==> src/hms_pkg.sv <==
package hms_pkg;

  localparam int NUM_CH = 11;
  localparam int NUM_FAN = 2;
  localparam int NUM_VID = 5;
  localparam int ADC_W = 10;
  localparam int FAN_W = 8;

  // converter channel codes, in sequence order
  localparam logic [3:0] CH_12V = 4'h0;
  localparam logic [3:0] CH_5V = 4'h1;
  localparam logic [3:0] CH_CORE1 = 4'h2;
  localparam logic [3:0] CH_SUPPLY = 4'h3;
  localparam logic [3:0] CH_AIN1 = 4'h4;
  localparam logic [3:0] CH_AIN2 = 4'h5;
  localparam logic [3:0] CH_CORE2 = 4'h6;
  localparam logic [3:0] CH_2V5 = 4'h7;
  localparam logic [3:0] CH_TEMP_D1 = 4'h8;
  localparam logic [3:0] CH_TEMP_D2 = 4'h9;
  localparam logic [3:0] CH_TEMP_INT = 4'hA;
  localparam logic [3:0] CH_LAST = 4'hA;

  // register indices; byte address is four times the index
  localparam logic [7:0] REG_CHMODE = 8'h16;
  localparam logic [7:0] REG_VAL_BASE = 8'h20;
  localparam logic [7:0] REG_VAL_LAST = 8'h2A;
  localparam logic [7:0] REG_FAN1_VAL = 8'h2B;
  localparam logic [7:0] REG_FAN2_VAL = 8'h2C;
  localparam logic [7:0] REG_CONFIG = 8'h40;
  localparam logic [7:0] REG_STAT1 = 8'h41;
  localparam logic [7:0] REG_STAT2 = 8'h42;
  localparam logic [7:0] REG_MASK1 = 8'h43;
  localparam logic [7:0] REG_MASK2 = 8'h44;
  localparam logic [7:0] REG_FANDIV_VID = 8'h47;
  localparam logic [7:0] REG_VID4 = 8'h49;
  localparam logic [7:0] REG_VID_IRQ_EN = 8'h4A;
  localparam logic [7:0] REG_STAT1_MIRROR = 8'h4C;
  localparam logic [7:0] REG_STAT2_MIRROR = 8'h4D;
  localparam logic [7:0] REG_LIM_HI_BASE = 8'h50;
  localparam logic [7:0] REG_LIM_HI_LAST = 8'h5A;
  localparam logic [7:0] REG_FAN1_LIM = 8'h5B;
  localparam logic [7:0] REG_FAN2_LIM = 8'h5C;
  localparam logic [7:0] REG_LIM_LO_BASE = 8'h60;
  localparam logic [7:0] REG_LIM_LO_LAST = 8'h6A;

  // field positions
  localparam int CFG_START_BIT = 0;
  localparam int CFG_INT_EN_BIT = 1;
  localparam int CHMODE_IN1_ANALOG_BIT = 0;
  localparam int CHMODE_IN2_ANALOG_BIT = 1;
  localparam int CHMODE_DIODE2_BIT = 2;
  localparam int CHMODE_VCC_5V_BIT = 3;
  localparam int FANDIV_LSB = 4;
  localparam int ST2_FAN_LSB = 0;
  localparam int ST2_IRQ_LSB = 2;
  localparam int ST1_W = NUM_CH;
  localparam int ST2_W = NUM_FAN + NUM_VID;

  // reset values
  localparam logic [7:0] CONFIG_RST = 8'h00;
  localparam logic [7:0] CHMODE_RST = 8'h00;
  localparam logic [9:0] LIM_HI_RST = 10'h3FF;
  localparam logic [9:0] LIM_LO_RST = 10'h000;
  localparam logic [7:0] FAN_LIM_RST = 8'hFF;
  localparam logic [3:0] FANDIV_RST = 4'h0;

  // timing
  localparam int CLK_PERIOD_NS = 40;
  localparam int FAN_TICK_NS = 44400;
  localparam int FAN_TICK_CYCLES = FAN_TICK_NS / CLK_PERIOD_NS;

  typedef enum logic [1:0] {SEQ_IDLE, SEQ_START, SEQ_WAIT} hms_seq_t;

  typedef struct packed {
    logic [3:0] chan;
    logic start;
    logic vcc_5v;
    logic diode2;
  } hms_adc_req_t;

endpackage

==> src/hms_fan_counter.sv <==
`timescale 1ns/10ps
module hms_fan_counter
  import hms_pkg::*;
#(
  parameter int TICK_CYCLES = FAN_TICK_CYCLES,
  parameter int CNT_W = FAN_W
) (
  input wire logic clk_i,
  input wire logic rst_i,
  input wire logic tach_i,
  input wire logic enable_i,
  input wire logic [1:0] div_i,
  output logic [CNT_W-1:0] count_o,
  output logic valid_o
);

  typedef struct packed {
    logic [13:0] pre;
    logic [CNT_W-1:0] cnt;
    logic prev;
    logic [CNT_W-1:0] count;
    logic valid;
  } hms_fan_st_t;

  hms_fan_st_t s;
  hms_fan_st_t next_s;

  always_comb begin
    logic [13:0] tick_len;
    logic tick;
    tick_len = 14'(TICK_CYCLES) << div_i;
    tick = (s.pre >= tick_len - 14'h0001);
    next_s = s;
    next_s.valid = 1'b0;
    next_s.prev = tach_i;
    if (!enable_i) begin
      next_s.pre = '0;
      next_s.cnt = '0;
    end else if (s.prev && !tach_i) begin
      // one revolution period ends on each falling tach edge
      next_s.count = s.cnt;
      next_s.valid = 1'b1;
      next_s.cnt = '0;
      next_s.pre = '0;
    end else if (tick) begin
      next_s.pre = '0;
      if (&s.cnt) begin
        // stalled fan still reports, as full scale
        next_s.count = s.cnt;
        next_s.valid = 1'b1;
      end else begin
        next_s.cnt = s.cnt + 1'b1;
      end
    end else begin
      next_s.pre = s.pre + 14'h0001;
    end
  end

  always_ff @(posedge clk_i) begin
    if (rst_i) begin
      s <= '0;
    end else begin
      s <= next_s;
    end
  end

  assign count_o = s.count;
  assign valid_o = s.valid;

endmodule // hms_fan_counter

==> src/hms_monitor.sv <==
// How it works
// RULE1: cycle converter through enabled channels repeatedly
// RULE2: fan counters run alongside the converter
// RULE3: results stored in value registers, compared
// RULE4: out-of-limit sets status bit, raises interrupt
// RULE5: mask bit for every status bit
// RULE6: chmode bit 3 selects 3.3/5 V supply
// RULE7: converter results are ten bits wide
// RULE8: dual inputs: analog channel or fan tach
// RULE9: fan divisor suits speed and pulse count
// RULE10: pin pair: two rails or diode two
// RULE11: code bit 4 alone, bits 3..0 shared
// RULE12: each code bit may become interrupt input
// RULE13: on-chip ambient sensor is in sequence
// RULE14: all control only through the register bus
// RULE15: interrupt pin off until config bit 1
// RULE16: status registers mirrored at 4C and 4D
// RULE17: addressed register selected by bus address
// RULE18: reset restores every register default
// RULE19: open-drain interrupt low while unmasked pending
//
// Added by the designer: the placing of the registers and the Wishbone interface to the registers.
`timescale 1ns/10ps
module hms_monitor
  import hms_pkg::*;
#(
  parameter int FAN_TICKS = FAN_TICK_CYCLES
) (
  input wire logic clk_i,
  input wire logic rst_i,
  input wire logic wb_cyc_i,
  input wire logic wb_stb_i,
  input wire logic wb_we_i,
  input wire logic [9:0] wb_adr_i,
  input wire logic [3:0] wb_sel_i,
  input wire logic [31:0] wb_dat_i,
  output logic [31:0] wb_dat_o,
  output logic wb_ack_o,
  output hms_adc_req_t adc_req_o,
  input wire logic adc_done_i,
  input wire logic [ADC_W-1:0] adc_data_i,
  input wire logic tach_or_analog_in1_i,
  input wire logic tach_or_analog_in2_i,
  input wire logic core_voltage_code_bit0_i,
  input wire logic core_voltage_code_bit1_i,
  input wire logic core_voltage_code_bit2_i,
  input wire logic core_voltage_code_bit3_i,
  input wire logic core_voltage_code_bit4_i,
  output logic irq_o,
  output logic int_n_o,
  output logic int_oe_o
);

  typedef struct packed {
    hms_seq_t seq;
    logic [3:0] ch;
    hms_adc_req_t adc;
    logic [7:0] cfg;
    logic [7:0] chmode;
    logic [3:0] fandiv;
    logic [NUM_VID-1:0] vid_irq_en;
    logic [NUM_CH-1:0][ADC_W-1:0] val;
    logic [NUM_CH-1:0][ADC_W-1:0] lim_hi;
    logic [NUM_CH-1:0][ADC_W-1:0] lim_lo;
    logic [NUM_FAN-1:0][FAN_W-1:0] fan_val;
    logic [NUM_FAN-1:0][FAN_W-1:0] fan_lim;
    logic [ST1_W-1:0] stat1;
    logic [ST2_W-1:0] stat2;
    logic [ST1_W-1:0] mask1;
    logic [ST2_W-1:0] mask2;
    logic [NUM_FAN-1:0] tach_s1;
    logic [NUM_FAN-1:0] tach_s2;
    logic [NUM_VID-1:0] vid_s1;
    logic [NUM_VID-1:0] vid_s2;
    logic [NUM_VID-1:0] vid_prev;
    logic ack;
    logic [31:0] dat;
    logic irq;
    logic int_n;
    logic int_oe;
  } hms_st_t;

  hms_st_t s;
  hms_st_t next_s;

  logic [NUM_FAN-1:0][FAN_W-1:0] fan_count;
  logic [NUM_FAN-1:0] fan_valid;

  // channel takes part in the sequence under the current pin modes
  function automatic logic chan_on(input logic [3:0] ch, input logic [7:0] mode);
    logic on;
    on = 1'b1;
    unique case (ch)
      CH_AIN1: on = mode[CHMODE_IN1_ANALOG_BIT]; // RULE8
      CH_AIN2: on = mode[CHMODE_IN2_ANALOG_BIT]; // RULE8
      CH_CORE2, CH_2V5: on = !mode[CHMODE_DIODE2_BIT]; // RULE10
      CH_TEMP_D2: on = mode[CHMODE_DIODE2_BIT]; // RULE10
      default: on = 1'b1;
    endcase
    return on;
  endfunction

  function automatic logic [3:0] next_chan(input logic [3:0] ch, input logic [7:0] mode);
    logic [3:0] c;
    logic found;
    c = ch;
    found = 1'b0;
    for (int i = 0; i < NUM_CH; i++) begin
      if (!found) begin
        c = (c == CH_LAST) ? 4'h0 : c + 4'h1; // RULE1
        found = chan_on(c, mode);
      end
    end
    return c;
  endfunction

  // index lies within one block of per-channel registers
  function automatic logic in_block(input logic [7:0] idx, input logic [7:0] first,
                                    input logic [7:0] last);
    return idx >= first && idx <= last;
  endfunction

  // fan speed counters, free of the converter sequence
  for (genvar f = 0; f < NUM_FAN; f++) begin : g_fan
    hms_fan_counter #(
      .TICK_CYCLES(FAN_TICKS),
      .CNT_W(FAN_W)
    ) u_fan (
      .clk_i(clk_i),
      .rst_i(rst_i),
      .tach_i(s.tach_s2[f]),
      .enable_i(!s.chmode[CHMODE_IN1_ANALOG_BIT + f]),
      .div_i(s.fandiv[2*f +: 2]),
      .count_o(fan_count[f]),
      .valid_o(fan_valid[f])
    ); // RULE2 RULE9
  end

  always_comb begin
    logic [7:0] idx;
    logic rd;
    logic wr;
    logic [31:0] rdata;
    logic [ST1_W-1:0] set1;
    logic [ST1_W-1:0] clr1;
    logic [ST2_W-1:0] set2;
    logic [ST2_W-1:0] clr2;
    logic [NUM_VID-1:0] vid_code;
    logic pending;
    idx = wb_adr_i[9:2]; // RULE17
    // one access per request: the cycle with ack up is not taken again
    rd = wb_cyc_i && wb_stb_i && !s.ack && !wb_we_i;
    wr = wb_cyc_i && wb_stb_i && !s.ack && wb_we_i && wb_sel_i[0];
    rdata = 32'h0000_0000;
    set1 = '0;
    clr1 = '0;
    set2 = '0;
    clr2 = '0;
    vid_code = s.vid_s2 & ~s.vid_irq_en; // RULE12
    pending = 1'b0;
    next_s = s;

    // pin synchronisers
    next_s.tach_s1 = {tach_or_analog_in2_i, tach_or_analog_in1_i};
    next_s.tach_s2 = s.tach_s1;
    next_s.vid_s1 = {core_voltage_code_bit4_i, core_voltage_code_bit3_i,
                     core_voltage_code_bit2_i, core_voltage_code_bit1_i,
                     core_voltage_code_bit0_i};
    next_s.vid_s2 = s.vid_s1;
    next_s.vid_prev = s.vid_s2;
    // pins idle high; a falling edge is the request
    set2[ST2_IRQ_LSB +: NUM_VID] = s.vid_prev & ~s.vid_s2 & s.vid_irq_en; // RULE12 RULE4

    // measurement sequence
    // done only counts while waiting; stray pulses are dropped
    next_s.adc.start = 1'b0;
    unique case (s.seq)
      SEQ_IDLE: begin
        if (s.cfg[CFG_START_BIT]) begin
          next_s.ch = next_chan(CH_LAST, s.chmode); // RULE1
          next_s.seq = SEQ_START;
        end
      end
      SEQ_START: begin
        next_s.adc.chan = s.ch; // RULE13
        next_s.adc.vcc_5v = s.chmode[CHMODE_VCC_5V_BIT]; // RULE6
        next_s.adc.diode2 = s.chmode[CHMODE_DIODE2_BIT]; // RULE10
        next_s.adc.start = 1'b1;
        next_s.seq = SEQ_WAIT;
      end
      SEQ_WAIT: begin
        if (adc_done_i) begin
          next_s.val[s.ch] = adc_data_i; // RULE3 RULE7
          if (adc_data_i > s.lim_hi[s.ch] || adc_data_i < s.lim_lo[s.ch]) begin
            set1[s.ch] = 1'b1; // RULE3 RULE4
          end
          next_s.ch = next_chan(s.ch, s.chmode); // RULE1
          // stopping takes effect at the end of the running conversion
          next_s.seq = s.cfg[CFG_START_BIT] ? SEQ_START : SEQ_IDLE;
        end
      end
    endcase

    // fan results: a count above limit means the fan is too slow
    for (int f = 0; f < NUM_FAN; f++) begin
      if (fan_valid[f]) begin
        next_s.fan_val[f] = fan_count[f]; // RULE2 RULE3
        if (fan_count[f] > s.fan_lim[f]) begin
          set2[ST2_FAN_LSB + f] = 1'b1; // RULE4
        end
      end
    end

    // register reads
    if (in_block(idx, REG_VAL_BASE, REG_VAL_LAST)) begin
      rdata[ADC_W-1:0] = s.val[4'(idx - REG_VAL_BASE)]; // RULE3
    end else if (in_block(idx, REG_LIM_HI_BASE, REG_LIM_HI_LAST)) begin
      rdata[ADC_W-1:0] = s.lim_hi[4'(idx - REG_LIM_HI_BASE)];
    end else if (in_block(idx, REG_LIM_LO_BASE, REG_LIM_LO_LAST)) begin
      rdata[ADC_W-1:0] = s.lim_lo[4'(idx - REG_LIM_LO_BASE)];
    end else begin
      unique case (idx)
        REG_CHMODE: rdata[7:0] = s.chmode;
        REG_CONFIG: rdata[7:0] = s.cfg;
        REG_FAN1_VAL: rdata[FAN_W-1:0] = s.fan_val[0];
        REG_FAN2_VAL: rdata[FAN_W-1:0] = s.fan_val[1];
        REG_FAN1_LIM: rdata[FAN_W-1:0] = s.fan_lim[0];
        REG_FAN2_LIM: rdata[FAN_W-1:0] = s.fan_lim[1];
        REG_STAT1, REG_STAT1_MIRROR: rdata[ST1_W-1:0] = s.stat1; // RULE16
        REG_STAT2, REG_STAT2_MIRROR: rdata[ST2_W-1:0] = s.stat2; // RULE16
        REG_MASK1: rdata[ST1_W-1:0] = s.mask1;
        REG_MASK2: rdata[ST2_W-1:0] = s.mask2;
        REG_FANDIV_VID: rdata[7:0] = {s.fandiv, vid_code[3:0]}; // RULE11
        REG_VID4: rdata[0] = vid_code[4]; // RULE11
        REG_VID_IRQ_EN: rdata[NUM_VID-1:0] = s.vid_irq_en;
        default: rdata = 32'h0000_0000;
      endcase
    end

    // reading a status register clears it
    if (rd && (idx == REG_STAT1 || idx == REG_STAT1_MIRROR)) begin
      clr1 = '1;
    end
    if (rd && (idx == REG_STAT2 || idx == REG_STAT2_MIRROR)) begin
      clr2 = '1;
    end

    // register writes, the only control path
    if (wr) begin // RULE14
      if (in_block(idx, REG_LIM_HI_BASE, REG_LIM_HI_LAST)) begin
        next_s.lim_hi[4'(idx - REG_LIM_HI_BASE)] = wb_dat_i[ADC_W-1:0];
      end else if (in_block(idx, REG_LIM_LO_BASE, REG_LIM_LO_LAST)) begin
        next_s.lim_lo[4'(idx - REG_LIM_LO_BASE)] = wb_dat_i[ADC_W-1:0];
      end else begin
        unique case (idx)
          REG_CHMODE: next_s.chmode = wb_dat_i[7:0];
          REG_CONFIG: next_s.cfg = wb_dat_i[7:0];
          REG_FAN1_LIM: next_s.fan_lim[0] = wb_dat_i[FAN_W-1:0];
          REG_FAN2_LIM: next_s.fan_lim[1] = wb_dat_i[FAN_W-1:0];
          REG_MASK1: next_s.mask1 = wb_dat_i[ST1_W-1:0]; // RULE5
          REG_MASK2: next_s.mask2 = wb_dat_i[ST2_W-1:0]; // RULE5
          REG_FANDIV_VID: next_s.fandiv = wb_dat_i[FANDIV_LSB +: 4]; // RULE9
          REG_VID_IRQ_EN: next_s.vid_irq_en = wb_dat_i[NUM_VID-1:0]; // RULE12
          default: next_s.cfg = s.cfg;
        endcase
      end
    end

    // a new event outweighs a clear in the same cycle
    next_s.stat1 = (s.stat1 & ~clr1) | set1; // RULE4
    next_s.stat2 = (s.stat2 & ~clr2) | set2; // RULE4

    // bus answer one cycle after the request, then dropped
    next_s.ack = wb_cyc_i && wb_stb_i && !s.ack;
    next_s.dat = rd ? rdata : s.dat;

    pending = |(next_s.stat1 & ~next_s.mask1) || |(next_s.stat2 & ~next_s.mask2); // RULE5
    next_s.irq = pending; // RULE4
    next_s.int_oe = pending && next_s.cfg[CFG_INT_EN_BIT]; // RULE15 RULE19
    next_s.int_n = !(pending && next_s.cfg[CFG_INT_EN_BIT]); // RULE19
  end

  always_ff @(posedge clk_i) begin
    if (rst_i) begin // RULE18
      s <= '0;
      s.seq <= SEQ_IDLE;
      s.cfg <= CONFIG_RST;
      s.chmode <= CHMODE_RST;
      s.fandiv <= FANDIV_RST;
      s.lim_hi <= {NUM_CH{LIM_HI_RST}};
      s.lim_lo <= {NUM_CH{LIM_LO_RST}};
      s.fan_lim <= {NUM_FAN{FAN_LIM_RST}};
      s.int_n <= 1'b1;
    end else begin
      s <= next_s;
    end
  end

  assign wb_dat_o = s.dat;
  assign wb_ack_o = s.ack;
  assign adc_req_o = s.adc;
  assign irq_o = s.irq;
  assign int_n_o = s.int_n;
  assign int_oe_o = s.int_oe;

endmodule // hms_monitor

==> config.mk <==
export PLATFORM = sky130hd
export DESIGN_NAME = hms_monitor
export DESIGN_NICKNAME = d
export VERILOG_FILES = /design/src/hms_pkg.sv /design/src/hms_fan_counter.sv /design/src/hms_monitor.sv
export SDC_FILE = /design/constraint.sdc
export NUM_CORES = 1
export LEC_CHECK = 0
export BUFFER_PORTS_ARGS = -buffer_cell sky130_fd_sc_hd__buf_2
export CAP_MARGIN = 10
export CORE_MARGIN = 10
export CORE_UTILIZATION = 35
export DETAILED_ROUTE_END_ITERATION = 8
export PLACE_DENSITY = 0.61
export SYNTH_ARGS = -nofsm -noshare
export SYNTH_HDL_FRONTEND = slang
export SYNTH_SLANG_ARGS = --single-unit
==> constraint.sdc <==
create_clock -name clk_i -period 9 [get_ports clk_i]
set_input_delay 0.9 -clock clk_i [delete_from_list [all_inputs] [get_ports clk_i]]
set_output_delay 0.9 -clock clk_i [all_outputs]
set_load 0.01 [all_outputs]
== Word level (Yosys, flattened, before mapping) ==
Cells that the tools add are included.
Operators by class
  magnitude comparators: 19
  bitwise gates (word level): 21
  muxes and demuxes: 223
  shift-type cells: 2
  add/subtract/negate cells: 30
  reduce and logical (&&, ||, !) cells: 78
  eq/ne operators: 135
Operators with widths (count)
  bitwise mux 110 bit: 3
  2-to-1 mux 4 bit: 82
  == test 4 x 3 -> 1 bit (second input constant): 76
  binary-select mux 10 bit (select 4 bit): 5
  == test 4 bit (second input constant): 40
  demux 10 bit (select 4 bit): 3
  2-to-1 mux 10 bit: 11
  == test 8 x 7 -> 1 bit (second input constant): 12
  adder 4 x 1 -> 4 bit (second input constant): 21
  one-hot mux 1 bit (4 select lines): 19
  2-to-1 mux 1 bit: 66
  2-to-1 mux 19 bit: 3
  2-to-1 mux 11 bit: 5
  2-to-1 mux 18 bit: 3
  2-to-1 mux 9 bit: 6
  one-hot mux 4 bit (12 select lines): 1
  OR reduction 2 bit: 23
  adder 14 x 1 -> 14 bit (second input constant): 2
  greater-or-equal comparator 14 bit: 2
  << shifter 11 x 2 -> 14 bit (first input constant): 2
  subtractor 14 x 1 -> 14 bit (second input constant): 2
  AND reduction 4 bit: 6
  AND 11 bit: 2
  2-to-1 mux 22 bit: 1
  49 further kinds: 112
Storage, ports and cells
  bits of input ports: 69
  flip-flop bits (word level): 555
  output and inout bits: 43
  logic and storage cells: 580

== Logic depth before layout (Yosys ltp) ==
  depth in word-level cells: 59
  depth in mapped cells: 54
  mapped depth without buffers: 50

== Modules after synthesis ==
Synthesis repeated with hierarchy kept, for this count alone.
Second synthesis, totals
  cells, all modules: 3071
  area, all modules: 27402.5 um^2
Modules (own cells, without submodules)
  hms_monitor: cells an instance 2679, sequential area each 9409.0 um^2, area each 23939.2 um^2, instances 1
  hms_fan_counter: cells an instance 196, sequential area each 640.6 um^2, area each 1731.7 um^2, instances 2

== Worst setup path after synthesis ==
OpenSTA, ideal clock, no wires.
  kind: register -> register
  from: register s[485] (netlist bit)
  to: register s[486] (netlist bit)
  setup slack: -453 ps
  library setup time: 84 ps
  clock period less this slack: 9453 ps
  data arrival time: 9368 ps
  path buffers: 2
  required time: 8916 ps
  cell stages (with the launch flop): 47
  cells stage by stage: dfxtp_1 buf_2 nor2b_1 o311a_1 o21a_1 nor2_1 ha_1 nand3_1 o22ai_1 a2111oi_0 a211oi_2 o31a_1 nand3_2 o21ai_0 inv_1 ha_1 a21oi_1 o41ai_2 (+11 left out) inv_1 ha_1 inv_1 a2111oi_2 nor2_1 mux2i_1 ha_1 nand3_1 o21ai_0 o21ai_1 a2111oi_0 a31oi_1 and4_1 buf_4 mux2_4 ha_1 and4_1 o31ai_2
Between the ends
  word-level cells in the longest chain between the ends: 59
  elaborated cells between the ends (all ways): 164
  classes of those cells: 11 x add/sub; 61 x eq/ne; 82 x mux; 10 x reduce/logical
Ends and longest elaborated chain
  start, declared: line hms_monitor.sv:83  | hms_st_t s;
  start signal, assigned: line hms_monitor.sv:295  | s <= next_s;
  adder 4 x 1 -> 4 bit / == test 4 bit (equally long branches): line hms_monitor.sv:110  | c = (c == CH_LAST) ? 4'h0 : c + 4'h1;
  2-to-1 mux 4 bit (*): line hms_monitor.sv:110
  branches (longest 54 deep; another with adder 4 x 1 -> 4 bit)
  2-to-1 mux 4 bit (*): line hms_monitor.sv:109  | if (!found) begin
  2-to-1 mux 6 bit (*): line hms_monitor.sv:192  | if (adc_done_i) begin
  one-hot mux 4 bit (2 select lines) (*): line hms_monitor.sv:177  | unique case (s.seq)
Mark *: on every way between the ends. The select of a mux whose other input is x is not followed.
A chain may end at the register's enable or synchronous reset.

== Worst setup path in the final report ==
  from: register s[486] (netlist bit)
  to: register s[486] (netlist bit)
The elaborated chain is that of the path after synthesis.

==> parameters.txt <==
Parameter                              Value

GRT
  Via count of the first global-routing pass ... 23,870
  Largest net degree at the start of global routing ... 239
  GRT Total Usage ... 18.55%
  Global route overflow ... 0
  First-pass GRT wire length ... 142.0 mm
  Antenna violations before repair ... 5

CTS
  Clk slew on worst S/H paths ... 0.06 ns
  Root Buffer Master ... sky130_fd_sc_hd__clkbuf_16
  Maximum root-to-sink buffer count ... 3
  CTS tree ... yes
  Total clock buffers created by CTS ... 60
  Clock latency reported for the late side of the worst-skew pair ... 0.65 ns
  CTS Hold Buffers Added ... 0
  CTS sink cnt ... 534
  Htree depth ... 2

Yosys
  Top FF cell, synth ... sky130_fd_sc_hd__dfxtp_1
  Number of enable-type register cells in the synthesized netlist ... 0
  Number of instances in the synthesized netlist ... 3,447
  Post-synthesis cell area ... 29,460 um2
  Post-synth cell types ... 112
  Largest cells by area after synthesis ... sky130_fd_sc_hd__dfxtp_1, sky130_fd_sc_hd__mux2i_1, sky130_fd_sc_hd__nand2_1, sky130_fd_sc_hd__mux4_2, sky130_fd_sc_hd__ha_1
  Share of synthesized area occupied by flip-flops and latches ... 36.29%
  Post-synthesis xor/xnor area fraction ... 1.364%
  Combinational family with the most area after synthesis ... simple AND/OR/NAND/NOR gates
  Number of flip-flops and latches in the synthesized netlist ... 534
  Compound-cell area share of the yosys netlist ... 13.83%
  Number of synthesis warnings ... 0
  Post-Syn Area per Cell ... 8.545 um2
  Commonest cells in the netlist ... sky130_fd_sc_hd__nand2_1, sky130_fd_sc_hd__dfxtp_1, sky130_fd_sc_hd__nor2_1
  Share of flip-flops with an asynchronous set or reset after synthesis ... 0%
  Cell with the most instances after synthesis ... sky130_fd_sc_hd__nand2_1
  Leading area contributor after synthesis ... sky130_fd_sc_hd__dfxtp_1
  Fraction of the mapped netlist area in adder cells ... 4.503%
  Top-area cell type share of the netlist area ... 36.29%
  Simple-gate portion of the synthesized area ... 22.02%
  Multiplexer area fraction after synthesis ... 16.73%

STA
  Slew at the pin with the worst max-slew slack ... 1.285 ns
  Final worst-path cycle share ... 95.54%
  Final clock skew ... 0.02672 ns
  Post-route minimum period ... 8.599 ns
  Number of max-slew violations in the final report ... 0
  Worst relative slew slack ... 14.36%
  Hold slack final ... 0.4309 ns
  Final setup fails ... 0
  Maximum operating frequency ... 116.3 MHz
  Final Hold Vio Count ... 0

Final layout
  Fillers ... 8,370
  Final-stage net count ... 3,618
  Post-synthesis to final-layout area growth ... 13.52%
  Fraction of final layout cells with drive strength greater than 1 ... 15.29%
  Final Instance Count excl. Fillers ... 4,573

Setup path
  Required arrival time at the worst endpoint ... 9.53 ns
  Critical path buffers and inverters ... 7
  Startpoint of the most critical setup path ... s[486]
  Kind of end point of the critical path ... register
  CP Max Fanout ... 9
  Peak per-stage delay on the critical path ... 0.44 ns
  Crit start category ... register
  Data arrival, critical path ... 9.13 ns
  Cell repeated most along the worst path ... sky130_fd_sc_hd__buf_4
  Cell class contributing the biggest share of worst-path delay ... compound AO/OA/AOI/OAI gates
  Beginning of the worst register-to-register path ... s[486]
  Category of the critical setup timing path ... reg2reg
  Master of the slowest instance on the critical path ... sky130_fd_sc_hd__or3_4

Die
  Core area ... 83,560 um2
  Number of ports placed on the die boundary ... 112
  Die Width ... 310.1 um
  Initial Util ... 35.25%
  Total number of placement rows ... 106
  Die extent in y ... 310.1 um
  Die Footprint ... 96,160 um2

Placed design
  Dpl hpwl ... 60.65 mm
  Number of port buffers ... 64
  Routability Congestion ... 0.8708
  Placed Cells ... 4,443

Power
  Int Power ... 3.914 mW
  Power density cells ... 153.7 nW/um2
  Largest voltage drop on the vdd net ... 139.0 uV
  Pleak ... 13.29 nW
  Power share of the clock group ... 49.4%
  Switching power ... 1.226 mW
  Sw Ratio ... 23.86%
  Reg power frac ... 46.3%
  Comb power frac ... 4.3%

Detailed routing
  Remaining number of nets flagged by the antenna check after routing ... 0
  Number of search-and-repair iterations in the first detailed-routing pass ... 6
  Per-cell routed wire length ... 20.18 um
  Initial DRC count ... 2,402
  Number of design rule violations left after detail routing ... 0
  Total Wirelength ... 92.26 mm
  Detailed-route via count ... 25,350
  Via density per instance ... 5.543

Min path
  Class of the worst hold path ... reg2reg
  Hold wc startpoint ... next_s[43]

Run
  # Max-Cap Violations ... 0

Outcome
  Result of the run ... finished clean
## timing repair
| action | 4_1_cts | 5_1_grt |
|---|---|---|
| endpoints found under the setup margin | 4 | 4 |
| resized for setup | 5 | 72 |
| pin swaps | 5 | 32 |
| buffers inserted | 3 | 15 |
## cells in the final DEF (no fill, tap or decap), drive strengths merged, types with 10 or more instances in the layout
| cell | count |
|---|---|
| nor3 | 42 |
| mux2i | 254 |
| xor2 | 20 |
| and2 | 21 |
| nand3 | 155 |
| inv | 79 |
| a211oi | 25 |
| a21o | 16 |
| o21ai | 95 |
| a222oi | 22 |
| conb | 21 |
| dfxtp | 534 |
| ha | 106 |
| and3 | 22 |
| nand4 | 25 |
| a221oi | 15 |
| a22oi | 34 |
| a31oi | 16 |
| mux4 | 100 |
| nor2b | 57 |
| o211ai | 25 |
| nand2b | 36 |
| clkbuf | 85 |
| a21oi | 244 |
| nand2 | 646 |
| o31ai | 10 |
| a22o | 15 |
| or3 | 15 |
| nand3b | 37 |
| xnor2 | 22 |
| buf | 192 |
| clkinv | 19 |
| nor2 | 329 |
| nor4 | 12 |
## path summary, 6_finish.rpt
path / endpoint / depth (start not counted) / slack, ns
max: s[486] / 38 / 0.40
min: next_s[38] / 1 / 0.43
max reg2reg: s[486] / 38 / 0.40
min reg2reg: next_s[38] / 1 / 0.43
## final cells by class
type | count | area [um2] | area share (%)
clock inverters | 27 | 297.8 | 0.8905
inverters | 78 | 295.3 | 0.8830
well taps | 1080 | 1351 | 4.041
diodes | 1 | 2.502 | 0.007483
repair buffers | 193 | 1366 | 4.086
multi-input cells | 2576 | 17690 | 52.90
flip-flops and latches | 534 | 10700 | 32.01
clock buffers | 84 | 1733 | 5.182
## layer usage
metal	track usage [%]	vias up	wire length (um)
li1	-	12090	-
met1	25.09	12220	40010
met2	30.20	860	42800
met3	2.603	179	6619
met4	5.961	2	2817
met5	0	-	13
## sequential cells by signal (all words and copies together), names as in the netlist
name	cells
adc_req_o	7
g_fan.u_fan.count_o	16
g_fan.u_fan.s	46
g_fan.u_fan.valid_o	2
int_n_o	1
int_oe_o	1
irq_o	1
next_s	12
s	436
wb_ack_o	1
wb_dat_o	11
## power by group through the flow
stage          clock network, mW  logic [mW]  registers, mW
6_report                    2.54       0.221           2.38
5_1_grt                     2.67       0.235           2.38
4_1_cts                     2.58       0.219           2.38
3_5_place_dp                   0       0.218           2.43
3_3_place_gp                   0       0.218           2.43
2_1_floorplan                  0       0.150           2.43
## worst register-to-register path, delay by kind of cell (launching register included)
family	cells	cell delay, ns
AND/OR/NAND/NOR	9	1.90
flip-flops	1	0.40
multiplexers	3	0.91
AO/OA/AOI/OAI	11	2.30
adder cells (fa/ha/maj)	6	1.64
XOR/XNOR	2	0.45
buffers and inverters	7	0.90
## cell families after synthesis
| logic type | count (synthesis) |
|---|---|
| simple gates | 1435 |
| compound gates | 609 |
| fa+ha+maj | 106 |
| mux | 363 |
| buf+inv | 357 |
| flops | 534 |
| xor+xnor | 42 |
| other cells | 1 |
## metrics by stage
stage / area [um2] / setup TNS (ns) / utilization [%] / total power, mW / setup WS, ns
global placement: 30940 / -0.01388 / 37.03 / 2.651 / -0.01388
detailed placement: 30940 / -0.1947 / 37.03 / 2.652 / -0.09287
floorplan: 29560 / 0 / - / 2.579 / 0.05842
CTS: 33020 / 0 / 39.52 / 5.176 / 0.0006386
global route: 33440 / -0.2790 / 40.02 / 5.283 / -0.09907
finish: 33440 / 0 / 40.02 / 5.140 / 0.4014
(Power assumes the default switching activity.)
